## src/rtl/fmc_defs.vh

```
// constants for the fan mode and second configuration register block
// assumes a register write port already decoded from the serial bus engine
// Notes on behaviour
// - mode 11: drive fan with larger of remote and local duty demands
// - mode 10: duty follows remote temperature; selected after power-on
// - mode 00: output exactly the duty written by the host
// - mode 01: hold host target speed count by adjusting duty
// - writing 1 to config two bit 7 resets device; reads 0
// - reset acts at data lsb clock edge; that byte gets no acknowledge
// - bit 6 gates supply flag interrupt; resets to 0
// - bit 5 gates remote over-temperature interrupt
// - remote over-temp enable powers up 1 unless sensor failed at power-on
// - mode bits are config one bits 6 and 5, reset 1 and 0
// - start bit 0 allows only software duty mode
// - enabled interrupts are signalled on the alert pin
`ifndef FMC_DEFS_VH
`define FMC_DEFS_VH
// -------------------------------------------------------------------------
// register map
// -------------------------------------------------------------------------
`define FMC_ADDR_CFG1     8'h00
`define FMC_ADDR_CFG2     8'h01
`define FMC_CFG1_RESET    8'hD4
`define FMC_CFG2_RESET    8'h3D
// -------------------------------------------------------------------------
// field positions
// -------------------------------------------------------------------------
`define FMC_CFG1_START    0
`define FMC_CFG1_INT_EN   1
`define FMC_CFG1_MODE_LO  5
`define FMC_CFG1_MODE_HI  6
`define FMC_CFG2_ROT_IE   5
`define FMC_CFG2_SUP_IE   6
`define FMC_CFG2_SWRST    7
`define FMC_CFG2_LOW_MASK 8'h1F
// -------------------------------------------------------------------------
// fan mode codes {hi, lo}
// -------------------------------------------------------------------------
`define FMC_MODE_SW_DUTY  2'h0
`define FMC_MODE_SW_SPEED 2'h1
`define FMC_MODE_AUTO_REM 2'h2
`define FMC_MODE_MAX_CALC 2'h3
`define FMC_DUTY_ZERO     8'h00
`define FMC_SPEED_STEP    8'h01
`define FMC_DUTY_FULL     8'hFF
`endif

```

## src/rtl/fmc_top.v

```verilog
// fan mode decode and second configuration register
// assumes the serial engine presents each received data byte on wr_* with
// wr_lsb_edge pulsing at the rising clock edge of that byte's lsb
`include "fmc_defs.vh"
module fmc_top #(
  parameter W = 8
) (
  input  wire         clk,
  input  wire         reset,
  input  wire         wr_lsb_edge,
  input  wire [7:0]   wr_addr,
  input  wire [7:0]   wr_data,
  input  wire [7:0]   rd_addr,
  input  wire [W-1:0] duty_cycle_setting,
  input  wire [15:0]  target_speed_count,
  input  wire [15:0]  measured_speed_count,
  input  wire         speed_valid,
  input  wire [W-1:0] remote_duty,
  input  wire [W-1:0] local_duty,
  input  wire         supply_flag,
  input  wire         remote_over_temp_flag,
  input  wire         remote_sensor_fail,
  input  wire         por_done,
  output reg  [7:0]   rd_data_q,
  output reg          ack_q,
  output reg          soft_reset_q,
  output reg          smbalert_n_q,
  output reg  [W-1:0] fan_duty_q,
  output reg  [1:0]   fan_mode_q
);
  reg [7:0] cfg1_q;
  reg [7:0] cfg2_q;
  reg       por_seen_q;
  wire      sw_rst;
  wire      fan_mode_sel_hi;
  wire      fan_mode_sel_lo;
  wire      supply_flag_int_en;
  wire      remote_over_temp_int_en;
  wire      alert;
  wire [W-1:0] duty_w;
  // -----------------------------------------------------------------------
  // field views
  // -----------------------------------------------------------------------
  assign fan_mode_sel_hi         = cfg1_q[`FMC_CFG1_MODE_HI];
  assign fan_mode_sel_lo         = cfg1_q[`FMC_CFG1_MODE_LO];
  assign supply_flag_int_en      = cfg2_q[`FMC_CFG2_SUP_IE];
  assign remote_over_temp_int_en = cfg2_q[`FMC_CFG2_ROT_IE];
  // reset bit written: acts on the lsb edge itself
  assign sw_rst = wr_lsb_edge && (wr_addr == `FMC_ADDR_CFG2) &&
                  wr_data[`FMC_CFG2_SWRST];
  // gated interrupt sources onto alert
  assign alert = cfg1_q[`FMC_CFG1_INT_EN] &&
                 ((supply_flag_int_en && supply_flag) ||
                  (remote_over_temp_int_en &&
                   remote_over_temp_flag));
  // -----------------------------------------------------------------------
  // configuration registers
  // -----------------------------------------------------------------------
  always @(posedge clk or posedge reset) begin
    if (reset) begin
      cfg1_q       <= `FMC_CFG1_RESET;
      cfg2_q       <= `FMC_CFG2_RESET;
      por_seen_q   <= 1'b0;
      soft_reset_q <= 1'b0;
      ack_q        <= 1'b0;
    end else begin
      soft_reset_q <= sw_rst;
      ack_q        <= wr_lsb_edge && !sw_rst;
      if (sw_rst) begin
        cfg1_q     <= `FMC_CFG1_RESET;
        cfg2_q     <= `FMC_CFG2_RESET;
        por_seen_q <= 1'b0;
      end else begin
        // sensor failure caught once power-on checks finish
        if (por_done && !por_seen_q) begin
          por_seen_q <= 1'b1;
          if (remote_sensor_fail)
            cfg2_q[`FMC_CFG2_ROT_IE] <= 1'b0;
        end
        if (wr_lsb_edge && wr_addr == `FMC_ADDR_CFG1)
          cfg1_q <= wr_data;
        if (wr_lsb_edge && wr_addr == `FMC_ADDR_CFG2)
          cfg2_q <= {1'b0, wr_data[`FMC_CFG2_SUP_IE],
                     wr_data[`FMC_CFG2_ROT_IE],
                     cfg2_q[4:0]}; // low bits keep their value
      end
    end
  end
  // -----------------------------------------------------------------------
  // duty selection
  // -----------------------------------------------------------------------
  fmc_duty_select #(
    .W (W)
  ) u_duty (
    .clk                  (clk),
    .reset                (reset),
    .mode                 ({fan_mode_sel_hi, fan_mode_sel_lo}),
    .start                (cfg1_q[`FMC_CFG1_START]),
    .duty_cycle_setting   (duty_cycle_setting),
    .remote_duty          (remote_duty),
    .local_duty           (local_duty),
    .target_speed_count   (target_speed_count),
    .measured_speed_count (measured_speed_count),
    .speed_valid          (speed_valid),
    .duty_q               (duty_w)
  );
  // outputs and read mux
  always @(posedge clk or posedge reset) begin
    if (reset) begin
      rd_data_q    <= 8'h00;
      smbalert_n_q <= 1'b1;
      fan_duty_q   <= `FMC_DUTY_ZERO;
      fan_mode_q   <= `FMC_MODE_AUTO_REM;
    end else begin
      smbalert_n_q <= !alert;
      fan_duty_q   <= duty_w;
      fan_mode_q   <= {fan_mode_sel_hi, fan_mode_sel_lo};
      if (rd_addr == `FMC_ADDR_CFG1)
        rd_data_q <= cfg1_q;
      else if (rd_addr == `FMC_ADDR_CFG2)
        rd_data_q <= {1'b0, cfg2_q[6:0]};
      else
        rd_data_q <= 8'h00;
    end
  end
endmodule

```

## src/rtl/fmc_duty_select.v

```verilog
// selects the fan duty cycle from the active fan mode
// assumes temperature-derived demands and a speed measurement arrive ready
`include "fmc_defs.vh"
module fmc_duty_select #(
  parameter W = 8
) (
  input  wire         clk,
  input  wire         reset,
  input  wire [1:0]   mode,
  input  wire         start,
  input  wire [W-1:0] duty_cycle_setting,
  input  wire [W-1:0] remote_duty,
  input  wire [W-1:0] local_duty,
  input  wire [15:0]  target_speed_count,
  input  wire [15:0]  measured_speed_count,
  input  wire         speed_valid,
  output reg  [W-1:0] duty_q
);
  reg [W-1:0] loop_q;
  reg [W-1:0] loop_d;
  reg [W-1:0] duty_d;
  // -----------------------------------------------------------------------
  // speed loop: larger count means slower fan, so raise duty
  // -----------------------------------------------------------------------
  always @* begin
    loop_d = loop_q;
    if (speed_valid) begin
      if (measured_speed_count > target_speed_count &&
          loop_q != `FMC_DUTY_FULL)
        loop_d = loop_q + `FMC_SPEED_STEP;
      else if (measured_speed_count < target_speed_count &&
               loop_q != `FMC_DUTY_ZERO)
        loop_d = loop_q - `FMC_SPEED_STEP;
    end
  end
  // mode decode; without start only software duty runs
  always @* begin
    duty_d = duty_q;
    if (!start) begin
      if (mode == `FMC_MODE_SW_DUTY)
        duty_d = duty_cycle_setting;
    end else begin
      case (mode)
        `FMC_MODE_MAX_CALC: duty_d = (remote_duty > local_duty) ?
                                     remote_duty : local_duty;
        `FMC_MODE_AUTO_REM: duty_d = remote_duty;
        `FMC_MODE_SW_SPEED: duty_d = loop_q;
        default:            duty_d = duty_cycle_setting;
      endcase
    end
  end
  // registers
  always @(posedge clk or posedge reset) begin
    if (reset) begin
      loop_q <= `FMC_DUTY_ZERO;
      duty_q <= `FMC_DUTY_ZERO;
    end else begin
      loop_q <= (start && mode == `FMC_MODE_SW_SPEED) ? loop_d : duty_q;
      duty_q <= duty_d;
    end
  end
endmodule

```

## config.mk

```make
export PLATFORM = sky130hd
export DESIGN_NAME = fmc_top
export DESIGN_NICKNAME = d
export VERILOG_FILES = /design/src/rtl/fmc_top.v /design/src/rtl/fmc_duty_select.v
export VERILOG_INCLUDE_DIRS = /design/src /design/src/rtl
export SDC_FILE = /design/constraint.sdc
export NUM_CORES = 1
export LEC_CHECK = 0
export BUFFER_PORTS_ARGS = -buffer_cell sky130_fd_sc_hd__clkbuf_2
export CORE_ASPECT_RATIO = 1.2
export CORE_MARGIN = 2
export CORE_UTILIZATION = 30
export CTS_CLUSTER_SIZE = 12
export DETAILED_ROUTE_END_ITERATION = 10
export HOLD_SLACK_MARGIN = 0.03
export PLACE_DENSITY = 0.62
export SYNTH_ARGS = -nofsm -noshare
export SYNTH_HDL_FRONTEND = slang
export SYNTH_HIERARCHICAL = 1
export SYNTH_SLANG_ARGS = --single-unit
```

## constraint.sdc

```tcl
create_clock -name clk -period 3.1 [get_ports clk]
set_clock_uncertainty 0.1 [all_clocks]
set_input_delay 0 -clock clk [delete_from_list [all_inputs] [get_ports clk]]
set_output_delay 0 -clock clk [all_outputs]
set_load 0.02 [all_outputs]
```

; ---- After elaboration in Yosys (flattened, before gate mapping)
; Index checks and enable logic that the tools add are counted.
[totals]
register_bits = 53
output_inout_bits = 21
input_bits = 88
[classes]
muxes = 18
n_eq_ne = 8
n_reduce_logical = 27
magnitude_cmp = 3
add_sub_neg = 2
[op_table]
columns = operator, count
row1 = two-way mux 8 bit, 10
row2 = one-hot mux 8 bit (3 select lines), 1
row3 = two-way mux 7 bit, 3
row4 = "== test 8 x 1 -> 1 bit, second input constant", 2
row5 = greater-than comparator 16 bit, 1
row6 = logical NOT 8 bit, 2
row7 = less-than comparator 16 bit, 1
row8 = logical AND 1 bit, 11
row9 = "adder 8 x 1 -> 8 bit, second input constant", 1
row10 = greater-than comparator 8 bit, 1
row11 = "!= test 8 bit, second input constant", 1
row12 = nonzero test 2 bit, 4
row13 = nonzero test 8 bit, 1
row14 = "subtractor 8 x 1 -> 8 bit, second input constant", 1
row15 = nonzero test 3 bit, 2
row16 = "== test 2 bit, second input constant", 2
row17 = two-way mux 1 bit, 4
row18 = AND reduction 2 bit, 2
row19 = logical NOT 1 bit, 3
row20 = "!= test 3 x 1 -> 1 bit, second input constant", 1
row21 = "== test 2 x 1 -> 1 bit, second input constant", 1
row22 = logical NOT 2 bit, 1
row23 = "!= test 2 bit, second input constant", 1
row24 = logical OR 1 bit, 1

; ---- Logic depth before layout (Yosys ltp)
; Gate-level depths: netlist of the first run.
[logic_depth]
word_depth = 6
mapped_depth = 14
ltp_nobuf = 14

; ---- By module
; The synthesis of the first run kept the hierarchy.
[by_module_without_submodules]
columns = module, seq_area_each_um2, cells_per_inst, n_inst, area_each_um2
row1 = fmc_duty_select, 400.4, 271, 1, 2145.8
row2 = fmc_top, 835.8, 82, 1, 1201.2

; ---- Worst setup path after synthesis of the first run
; Ideal clock, no wire load.
[synth_timing]
path_kind = input to register
from = in target_speed_count[1]
to = reg u_duty.loop_q[7]
path_slack_ns = 0.109
arrival_time_ns = 2.760
cell_stages = 14
n_path_buf = 0
cell_sequence = inv_1 > ha_1 > nor2b_1 > o211ai_1 > a2111o_1 > nand3_1 > nand3_1 > ha_1 > or2_2 > a21oi_1 > a31oi_1 > nor2b_1 > a2bb2oi_1 > or3_1
[synth_between]
elab_chain_len = 5
word_cells_on_any_way = 9
cone_classes = order compare (2) / eq/ne (1) / mux (3) / reduce/logical (3)
[synth_lines]
columns = element, line
row1 = start: declaration, fmc_top.v:15  ; input wire [15:0] target_speed_count,
row2 = greater-than comparator 16 bit, fmc_duty_select.v:28  ; if (measured_speed_count > target_speed_count &&
row3 = logical AND 1 bit (no source line), n/a
row4 = two-way mux 8 bit, fmc_duty_select.v:28
row5 = two-way mux 8 bit, fmc_duty_select.v:27  ; if (speed_valid) begin
row6 = two-way mux 8 bit, fmc_duty_select.v:58  ; loop_q <= (start && mode == `FMC_MODE_SW_SPEED) ? loop_d : duty_q;
row7 = end signal: assignment, fmc_duty_select.v:55  ; loop_q <= `FMC_DUTY_ZERO;
row8 = end signal: assignment, fmc_duty_select.v:58
row9 = end: declaration, fmc_duty_select.v:19  ; reg [W-1:0] loop_q;
; Parallel ways exist; a longest one is shown, timed or not. The select of a mux whose other input is x is not followed.
; A chain may end at the register's enable or synchronous reset.

; ---- Worst setup path in the final report of the first run
[layout_timing]
from = reg u_duty.loop_q[1]
to = reg u_duty.loop_q[7]
[layout_between]
elab_chain_len = 5
word_cells_on_any_way = 12
cone_classes = add/sub (2) / eq/ne (2) / mux (4) / reduce/logical (4)
[layout_lines]
columns = element, line
row1 = subtractor 8 x 1 -> 8 bit (no source line) or != test 8 bit (tied branches), n/a
row2 = two-way mux 8 bit or logical AND 1 bit (tied branches), n/a
row3 = two-way mux 8 bit, fmc_duty_select.v:28
row4 = two-way mux 8 bit, fmc_duty_select.v:27
row5 = two-way mux 8 bit, fmc_duty_select.v:58
; Parallel ways exist; a longest one is shown, timed or not. The select of a mux whose other input is x is not followed.

==> results.ini, run 1 <==
[routing]
wl_per_cell_um = 14.4
route.detailed.drc = 0
ant_nets = 0
drtPass1Iterations = 4
viasPerCell = 5.12
routed_wl_um = 9070
dr.first_iter.drc_count = 115
vias = 3225

[cts]
clock_path_buffers = 2
path_clk_slew_ps = 70
htree_num_levels = 2
cts_tree = built
clockRootBuffer = clkbuf_16
numCtsBuffers = 5
clock-sinks = 49
insertion_delay_ps = 290

[worst_setup_path]
worstPathRequired_ps = 3170
path_delay_family = simple AND/OR/NAND/NOR gates
slowest_stage = dfrtp_1
r2r-start = u_duty/loop_q[1]
path_buf_inv = 1
crit_chain = nand4_1 > or2_2 > nand3_1 > buf_4 > ha_1 > a21o_1 > nand2_1 > a31oi_1 > nor2b_1 > a2bb2oi_1 > or3_1
critPathMaxFanout = 7
critical-path-max-stage-delay_ps = 460
r2r_slack_ps = 270
critPathLaunchType = register
r2r_end = u_duty/loop_q[7]
end_kind = register
reg2reg_depth = 11
critical_path_class = reg2reg
crit_arrival_ps = 2900

[floorplan]
num_rows = 42
io-pin-count = 109
die_y_um = 120
core_area_mm2 = 0.0109
start_util_pct = 30.6
die_w_um = 100
dieArea_mm2 = 0.0120

[logic_synthesis]
synth_area_leader_cell = dfrtp_1
syn_area_mm2 = 0.00335
yosysUniqueCellTypes = 62
synth_area_leaders = dfrtp_1 31%, ha_1 12%, dfstp_2 6.3%
ys_warn_count = 6
synth_ff_type = dfrtp_1
synth_top_area_share_pct = 30.7
postSynthAreaPerCell_um2 = 9.48
synth_edf_count = 0
syn_nets = 473
ys_seq_area_share_pct = 36.9
synthCells = 353
ys_ff_latch = 49
async_reset_ff_share_pct = 100

[hold_path]
worstHoldStart = wr_addr[5]
hp-class = in2reg
holdPathStages = 4
min_to = cfg2_q[3]

[power_and_ir_drop]
power.internal_mw = 1.44
vdd_drop_max_mv = 0.242
p_leak_nw = 2.18
pwr-share-clk_pct = 34.8
swShare_pct = 29.0
powerDensity_mw_per_mm2 = 440
p_total_mw = 2.03
combPwrFrac_pct = 27.5
seq_power_share_pct = 37.7
switchingPower_uw = 586

[job]
maxCapViolCount = 0

[placed_design]
place_congestion = 0.877
portBuffers = 108
dp_hpwl_um = 6900

[global_routing]
grt_antenna_before_repair = 0
overflow = 0
grt_pass1_vias = 3152
grt_max_degree = 31
grt_pass1_wl_um = 15000
grtUsageTotal_pct = 15.6

[final_layout]
nets = 617
antenna_cells = 0
drive_gt1_share_pct = 30.1
syn2layout_area_growth_pct = 37.5

[timing]
rsz0062_at_grt = no
clock.fmax_mhz = 353
fin_crit_ps = 2830
relSlewSlack_pct = 31.4
hold_viol = 0
setup_tns_ps = 0
tightest_slew_ps = 1030
drv_slew = 0
period_share_pct = 91.3
setup_viol = 0

[status]
outcome = finished clean

==> kinds of logic (layout without fill, tap and decap cells) <==
logic type / after synthesis / count (layout) / share of synthesized area, %
multiplexers: 4 / 4 / 1.35
flip-flops: 49 / 49 / 36.9
buffers and inverters: 44 / 189 / 4.97
AO/OA/AOI/OAI: 106 / 106 / 23.1
XOR/XNOR: 5 / 5 / 1.31
adder cells (fa/ha/maj): 32 / 32 / 12.2
AND/OR/NAND/NOR: 113 / 113 / 20.1
==> Yosys cell counts, drive strengths merged, types with 7 or more instances <==
cell,instances
nor2,19
dfrtp,41
dfstp,8
clkbuf,13
ha,31
nand3,18
nand2b,12
inv,30
o211ai,16
a21oi,25
o21a,7
nand2,12
o21ai,9
nand4,10
nor2b,10
==> power by group through the flow <==
stage	combinational, mW	sequential (mW)	clock, mW
after global placement	0.495	0.773	0
after global routing	0.624	0.771	0.745
after detailed placement	0.505	0.775	0
final	0.557	0.763	0.706
after CTS	0.556	0.763	0.719
after floorplan	0.317	0.782	0
==> tightest hold or removal path, delay by kind of cell <==
family,cells,cell delay (ps)
buffers and inverters,1,100
AND/OR/NAND/NOR,3,310
==> cell type report <==
cell class	instances	area [um^2]
fillers	1071	6330
clock buffers	5	125
multi-input cells	260	1940
repair buffers	151	951
flip-flops and latches	49	1240
well taps	132	165
clock inverters	3	68.8
inverters	30	113
==> worst max path at each step <==
stage                            from          endpoint  slack (ps)  cells after the start
6_report             u_duty/loop_q[1]  u_duty/loop_q[7]         270                     11
4_1_cts              u_duty/loop_q[1]  u_duty/loop_q[7]         270                     11
5_1_grt              u_duty/loop_q[1]  u_duty/loop_q[7]          90                     11
3_5_place_dp   target_speed_count[12]  u_duty/loop_q[7]          80                     14
2_1_floorplan   target_speed_count[1]  u_duty/loop_q[7]         110                     14
3_3_place_gp   target_speed_count[15]  u_duty/loop_q[7]         160                     14
==> layout by cell type, fill, tap and decap left out, types with 4 or more instances in the layout <==
cell	synthesis	layout
dlygate4sd3_1	0	35
nand2b_1	12	12
ha_1	31	31
nand2_1	12	12
dfrtp_1	41	41
xnor2_1	5	5
nor3_1	4	4
clkbuf_2	0	108
a21o_1	5	5
o211ai_1	16	16
o21ai_0	5	5
nand4_1	9	9
a221oi_1	4	4
a22o_1	5	5
dfstp_2	8	8
buf_4	0	8
a21oi_1	25	25
a211oi_1	5	5
or3_1	5	5
nor2b_1	10	10
nor2_1	19	19
clkbuf_16	0	5
inv_1	30	30
o21ai_1	4	4
a31oi_1	5	5
o21a_1	7	7
nand3_1	16	16
==> through the flow <==
stage	std cells	util, %	hold slack, ps	setup WS (ps)	instance area, um^2
3_3_place_gp	587	37.1	28.3	162	4060
6_report	630	42.1	28.6	269	4600
5_1_grt	630	42.1	56.5	92.4	4600
4_1_cts	630	42.1	30.1	268	4600
3_5_place_dp	587	37.1	35.5	79.2	4060
2_1_floorplan	353	-	-186	109	3350
==> routing by layer <==
layer | part of all wire (%) | track usage, % | routed length, um | vias to the layer above
li1 | - | - | - | 1599
met1 | 44 | 20.1 | 3980 | 1492
met2 | 49 | 26.2 | 4440 | 125
met3 | 5.8 | 2.85 | 523 | 9
met4 | 1.4 | 4.79 | 130 | 0
met5 | 0 | 0 | 0 | -
==> registers in the layout, summed over array words and instances, names as in the netlist <==
name / count
smbalert_n_q: 1
ack_q: 1
u_duty/loop_q: 8
fan_mode_q: 2
cfg1_q: 8
rd_data_q: 8
fan_duty_q: 8
u_duty/duty_q: 8
por_seen_q: 1
soft_reset_q: 1
cfg2_q: 3
==> what timing repair did <==
item	CTS	global route
hold endpoints to repair	64	0
gates resized for setup	0	0
setup endpoints to repair	0	0
buffers inserted	0	0
hold buffers	35	0
No activity file was read; power rests on OpenSTA's default activity.
==> run 2: changes to the inputs <==
Settings changed: PLACE_DENSITY 0.62 to 0.63, SYNTH_HIERARCHICAL 1 to unset.
==> run 2 against run 1 <==
Effect of this change: sequential share of layout area grew 2.1 points; critical path depth up 5; wire length fell by 17%; core utilization rose by 0.053 points; cell count shrank 5.1%; flip-flop and latch count is the same; global-route usage is 2.0 points lower; non-clock buffer count is 10 lower; final area is 7.4% lower; power shrank 12%; first-iteration DRC count up 71%; synthesized area fell by 6.3%; critical endpoint is now u_duty.loop_q[7]; largest cell class unchanged; highest routed layer unchanged.
==> results.ini, run 2 <==
[cts]
cts_tree = built  ; unchanged
cts_setup_buffers = 0  ; unchanged
insertion_delay_ps = 290  ; about the same
path_clk_slew_ps = 60  ; was 70 ps
clock_path_buffers = 2  ; unchanged
htree_num_levels = 2  ; unchanged
numCtsBuffers = 5  ; unchanged
clock-sinks = 49  ; unchanged
clockRootBuffer = clkbuf_16  ; unchanged

[status]
outcome = finished clean  ; unchanged

[final_layout]
drive_gt1_share_pct = 29.4  ; was 30.1%
antenna_cells = 0  ; unchanged
nets = 591  ; was 617
fin_util_pct = 42.2  ; was 42.1%
syn2layout_area_growth_pct = 36.0  ; was 37.5%
mostFrequentLayoutCell = clkbuf_2  ; unchanged
fin_cells = 598  ; was 630
layout_common_cells = 108 x clkbuf_2, 41 x dfrtp_1, 33 x nand2_1  ; was 108 x clkbuf_2, 41 x dfrtp_1, 35 x dlygate4sd3_1

[logic_synthesis]
async_reset_ff_share_pct = 100  ; unchanged
synthCells = 333  ; was 353
syn_nets = 453  ; was 473
postSynthAreaPerCell_um2 = 9.42  ; was 9.48 um^2
ys_seq_area_share_pct = 39.4  ; was 36.9%
yosysUniqueCellTypes = 49  ; was 62
ys_warn_count = 0  ; was 6
yosysMostFrequentCell = dfrtp_1  ; unchanged
synth_top_area_share_pct = 32.7  ; was 30.7%
synth_area_leaders = dfrtp_1 33%, ha_1 12%, dfstp_2 6.7%  ; was dfrtp_1 31%, ha_1 12%, dfstp_2 6.3%
synth_edf_count = 0  ; unchanged
synth_area_leader_cell = dfrtp_1  ; unchanged
synth.top_cells.by_count = 41 x dfrtp_1, 33 x nand2_1, 31 x ha_1, 30 x inv_1, 25 x nor2_1  ; was 41 x dfrtp_1, 31 x ha_1, 30 x inv_1, 25 x a21oi_1, 19 x nor2_1
synth_ff_type = dfrtp_1  ; unchanged
syn_area_mm2 = 0.00314  ; was 0.00335 mm^2
ys_ff_latch = 49  ; unchanged

[routing]
ant_nets = 0  ; unchanged
route.detailed.drc = 0  ; unchanged
routed_wl_um = 7530  ; was 9070 um
wl_per_cell_um = 12.6  ; was 14.4 um
vias = 2893  ; was 3225
viasPerCell = 4.84  ; was 5.12
drtPass1Iterations = 6  ; was 4
dr.first_iter.drc_count = 197  ; was 115

[power_and_ir_drop]
switchingPower_uw = 540  ; was 586 uW
combPwrFrac_pct = 27.4  ; was 27.5%
swShare_pct = 30.3  ; was 29.0%
seq_power_share_pct = 42.7  ; was 37.7%
p_leak_nw = 2.19  ; was 2.18 nW
pwr-share-clk_pct = 29.8  ; was 34.8%
powerDensity_mw_per_mm2 = 419  ; was 440 mW/mm^2
p_total_mw = 1.79  ; was 2.03 mW
vdd_drop_max_mv = 0.190  ; was 0.242 mV
power.internal_mw = 1.25  ; was 1.44 mW

[placed_design]
portBuffers = 108  ; unchanged
dp_hpwl_um = 5930  ; was 6900 um
dp_cells = 560  ; was 587
dpl_worst_slack_ps = -105  ; was 79.2 ps
place_congestion = 0.843  ; was 0.877

[worst_setup_path]
crit_top_cell = ha_1
worstPathRequired_ps = 3150  ; was 3170 ps
slowest_stage = nor4_4  ; was dfrtp_1
crit_chain = clkbuf_2 > inv_1 > ha_1 > nand4_2 > nor4_4 > o21ai_2 > nand3_1 > nand2_1 > buf_4 > ha_1 > nor3b_1 > o21a_1 > o41a_1 > mux2i_1 > xor2_1 > o21ai_1  ; was nand4_1 > or2_2 > nand3_1 > buf_4 > ha_1 > a21o_1 > nand2_1 > a31oi_1 > nor2b_1 > a2bb2oi_1 > or3_1
end_kind = register  ; unchanged
r2r-start = u_duty.loop_q[5]  ; was u_duty/loop_q[1]
critical_path_class = in2reg  ; was reg2reg
critPathMaxFanout = 6  ; was 7
critPathLaunch = target_speed_count[11]  ; was u_duty/loop_q[1]
critical-path-max-stage-delay_ps = 340  ; was 460 ps
critPathLaunchType = input port  ; was register
crit_arrival_ps = 2870  ; was 2900 ps

[floorplan]
die_w_um = 97.3  ; was 100 um
io-pin-count = 109  ; unchanged
start_util_pct = 31.0  ; was 30.6%
num_rows = 40  ; was 42
core_area_mm2 = 0.0101  ; was 0.0109 mm^2
die_y_um = 116  ; was 120 um
dieArea_mm2 = 0.0113  ; was 0.0120 mm^2

[timing]
setup_tns_ps = 0  ; unchanged
postLayoutSetupSlackWorst_ps = 280  ; was 269 ps
tightest_slew_ps = 958  ; was 1030 ps
fin_crit_ps = 2820  ; was 2830 ps
hold_viol = 0  ; unchanged
clock.fmax_mhz = 355  ; was 353 MHz
period_share_pct = 91.0  ; was 91.3%
rsz0062_at_grt = no  ; unchanged
drv_slew = 0  ; unchanged
relSlewSlack_pct = 36.1  ; was 31.4%
setup_viol = 0  ; unchanged

[global_routing]
overflow = 0  ; unchanged
grt_antenna_before_repair = 0  ; unchanged
grt_max_degree = 50  ; was 31
grtUsageTotal_pct = 13.5  ; was 15.6%
grt_pass1_wl_um = 12700  ; was 15000 um
grt_pass1_vias = 2814  ; was 3152

[job]
maxCapViolCount = 0  ; unchanged

[hold_path]
worstHoldStart = local_duty[4]  ; was wr_addr[5]
hp-class = in2reg  ; unchanged

==> run 2: power groups by stage <==
stage	Sequential [mW]	Combinational [mW]	Clock [mW]
floorplan	0.775	0.301	0
global route	0.774	0.550	0.571
finish	0.763	0.490	0.533
global placement	0.773	0.449	0
CTS	0.763	0.495	0.544
detailed placement	0.774	0.464	0
==> run 2: through the flow <==
| stage | instance area, um^2 | hold slack [ps] |
|---|---|---|
| finish | 4260 | 36.3 |
| floorplan | 3140 | 25.0 |
| global placement | 3820 | 121 |
| global route | 4260 | 73.9 |
| CTS | 4260 | 34.6 |
| detailed placement | 3820 | 130 |
==> run 2: metal layers <==
metal | part of all wire, % | routed length (um) | track usage, % | up-vias
li1 | - | - | - | 1455
met1 | 43 | 3200 | 16.1 | 1353
met2 | 51 | 3870 | 25.1 | 77
met3 | 4.9 | 370 | 2.47 | 8
met4 | 1.2 | 89 | 3.70 | 0
met5 | 0 | 0 | 0 | -
==> run 2: area by class of cell <==
type                            count  area (um^2)
Timing Repair Buffer              141          863
Clock inverter                      2         15.0
Fill cell                        1009         5850
Sequential cell                    49         1240
Tap cell                          126          158
Multi-Input combinational cell    244         1750
Clock buffer                        6          129
Inverter                           30          113
==> run 2: worst max-delay path: cells and delay by family <==
kind	cells	cell delay (ps)
AO/OA/AOI/OAI	4	730
XOR/XNOR	1	160
adder cells (fa/ha/maj)	2	620
buffers and inverters	3	290
multiplexers	1	200
AND/OR/NAND/NOR	5	860
==> run 2: logic make-up after synthesis <==
group / after synthesis / synth area share (%)
flip-flops: 49 / 39.4
buffers and inverters: 40 / 4.83
multiplexers: 14 / 4.47
AND/OR/NAND/NOR: 110 / 18.8
adder cells (fa/ha/maj): 32 / 13.0
AO/OA/AOI/OAI: 82 / 17.8
XOR/XNOR: 6 / 1.68
==> run 2: repair_timing <==
item                                   CTS  global route
endpoints found under the hold margin   70             0
resized for setup                        0             1
hold buffers                            30             0
setup endpoints to repair                0             2
==> run 2: path summary, 6_finish.rpt <==
kind / to / slack, ps / cells after the start
min in group asynchronous: u_duty.duty_q[4] / 370 / 3
worst max register to register: u_duty.loop_q[7] / 290 / 12
worst min register to register: fan_duty_q[0] / 330 / 0
worst min-delay path: u_duty.duty_q[4] / 40 / 4
worst max-delay path: u_duty.loop_q[7] / 280 / 16
max in group asynchronous: u_duty.loop_q[0] / 1940 / 3
==> run 3: changes to the inputs <==
Settings changed: PLACE_DENSITY 0.63 to 0.6.
Clock period 3.1 ns to 3.57 ns, I/O delays scaled along.
==> run 3 against run 2 <==
Effect of this change: critical path depth is the same; power fell by 14%; via count is 1.1% lower; final area down 0.62%; clock power shrank 14%; combinational power down 15%; worst hold slack got worse by 1.1 ps; critical endpoint unchanged; largest cell class unchanged; largest power group unchanged.
==> results.ini, run 3 (synthesis gave the netlist of run 2 again) <==
[worst_setup_path]
crit_arrival_ps = 3040  ; was 2870 ps
critPathLaunch = target_speed_count[15]  ; was target_speed_count[11]
reg2reg_depth = 12  ; unchanged
critical_path_class = in2reg  ; unchanged
r2r_end = u_duty.loop_q[7]  ; unchanged
critPathLaunchType = input port  ; unchanged
r2r-start = u_duty.loop_q[0]  ; was u_duty.loop_q[5]
worstPathRequired_ps = 3620  ; was 3150 ps
end_kind = register  ; unchanged
r2r_slack_ps = 610  ; was 290 ps
critPathMaxFanout = 8  ; was 6

[timing]
fin_crit_ps = 3000
setup_viol = 0  ; unchanged
holdWs_ps = 35.2  ; was 36.3 ps
drv_slew = 0  ; unchanged
setup_tns_ps = 0  ; unchanged
relSlewSlack_pct = 33.7  ; was 36.1%
period_share_pct = 83.9
tightest_slew_ps = 993  ; was 958 ps
clock.fmax_mhz = 334
hold_viol = 0  ; unchanged
rsz0062_at_grt = no  ; unchanged

[cts]
path_clk_slew_ps = 60  ; about the same
clock-sinks = 49  ; unchanged
insertion_delay_ps = 280  ; was 290 ps
clock_path_buffers = 2  ; unchanged
clockRootBuffer = clkbuf_16  ; unchanged
cts_tree = built  ; unchanged
htree_num_levels = 2  ; unchanged
numCtsBuffers = 5  ; unchanged

[final_layout]
nets = 588  ; was 591
syn2layout_area_growth_pct = 35.1  ; was 36.0%
fin_area_mm2 = 0.00424  ; was 0.00426 mm^2
fin_cells = 595  ; was 598
fill_cells = 1010  ; was 1009
drive_gt1_share_pct = 29.0  ; was 29.4%
mostFrequentLayoutCell = clkbuf_2  ; unchanged
layout_common_cells = 108 x clkbuf_2, 41 x dfrtp_1, 33 x nand2_1  ; unchanged
antenna_cells = 0  ; unchanged

[routing]
route.detailed.drc = 0  ; unchanged
ant_nets = 0  ; unchanged
viasPerCell = 4.81  ; was 4.84
routed_wl_um = 7700  ; was 7530 um
dr.first_iter.drc_count = 112  ; was 197
wl_per_cell_um = 12.9  ; was 12.6 um
drtPass1Iterations = 4  ; was 6
vias = 2860  ; was 2893

[placed_design]
dp_hpwl_um = 6090  ; was 5930 um
dp_cells = 558  ; was 560
place_congestion = 0.789  ; was 0.843
portBuffers = 108  ; unchanged
place_area_mm2 = 0.00380  ; was 0.00382 mm^2

[global_routing]
grtUsageTotal_pct = 13.7  ; was 13.5%
grt_max_degree = 50  ; unchanged
grt_pass1_vias = 2748  ; was 2814
grt_pass1_wl_um = 12800  ; was 12700 um
overflow = 0  ; unchanged
grt_antenna_before_repair = 0  ; unchanged

[status]
outcome = finished clean  ; unchanged

[floorplan]
io-pin-count = 109  ; unchanged
die_w_um = 97.3  ; unchanged
start_util_pct = 31.0  ; unchanged
core_area_mm2 = 0.0101  ; unchanged
dieArea_mm2 = 0.0113  ; unchanged
num_rows = 40  ; unchanged
die_y_um = 116  ; unchanged

[hold_path]
worstHoldStart = local_duty[5]  ; was local_duty[4]
min_to = u_duty.duty_q[5]  ; was u_duty.duty_q[4]
holdPathStages = 4  ; unchanged
hp-class = in2reg  ; unchanged

[power_and_ir_drop]
p_leak_nw = 2.17  ; was 2.19 nW
vdd_drop_max_mv = 0.244  ; was 0.190 mV
powerDensity_mw_per_mm2 = 363  ; was 419 mW/mm^2

[job]
maxCapViolCount = 0  ; unchanged

[run 3: cell types whose count changed in the layout (fill, tap and decap cells not counted), sizes merged]
cell         delta
buf             -2
dlygate4sd3     -1
[run 3: cell type report]
type	instances	area, um^2	area share (%)
multi-input combinational	244	1750	41.3
sequential	49	1240	29.2
timing repair buffer	138	838	19.8
tap	126	158	3.72
clock buffer	6	129	3.04
inverter	30	113	2.66
clock inverter	2	15.0	0.354
[run 3: worst max path at each step]
stage / cells after the start / endpoint
finish: 16 / u_duty.loop_q[7]
global route: 16 / u_duty.loop_q[7]
CTS: 16 / u_duty.loop_q[7]
global placement: 16 / u_duty.loop_q[7]
floorplan: 15 / u_duty.loop_q[7]
detailed placement: 16 / u_duty.loop_q[7]
[run 3: power breakdown]
group / leakage, nW / switching [mW] / internal [mW]
registers: 0.592 / 0.0568 / 0.610
logic: 1.51 / 0.210 / 0.206
clock network: 0.0631 / 0.198 / 0.260
[run 3: worst max-delay path: stages]
cell and delay [ps]:
clkbuf_2 80, inv_1 30, ha_1 320, nand4_2 170, nor4_4 360, o21ai_2 140, nand3_1 100, nand2_1 210
ha_1 360, a211oi_2 240, nor3b_1 90, o21a_1 200, o41a_1 330, mux2i_1 180, xor2_1 160, o21ai_1 70
[run 3: timing repair]
action | in CTS | in global routing
buffers inserted | 0 | 0
setup endpoints to repair | 0 | 0
resized for setup | 0 | 0
hold buffers | 29 | 0
endpoints found under the hold margin | 70 | 0
[run 3: routing by layer]
metal | vias to the layer above | routed length (um) | global-route usage, %
met4 | 0 | 91 | 4.07
met5 | - | 0 | 0
met1 | 1321 | 3340 | 17.1
met3 | 6 | 340 | 1.75
li1 | 1449 | - | -
met2 | 84 | 3930 | 24.9
[run 3: stage by stage]
stage                     setup WS [ps]  power, mW  util (%)
after floorplan                     623      0.934         -
after global placement              371       1.06      37.6
after detailed placement            238       1.07      37.6
after CTS                           540       1.56      41.9
after global routing                321       1.63      41.9
final                               573       1.54      41.9
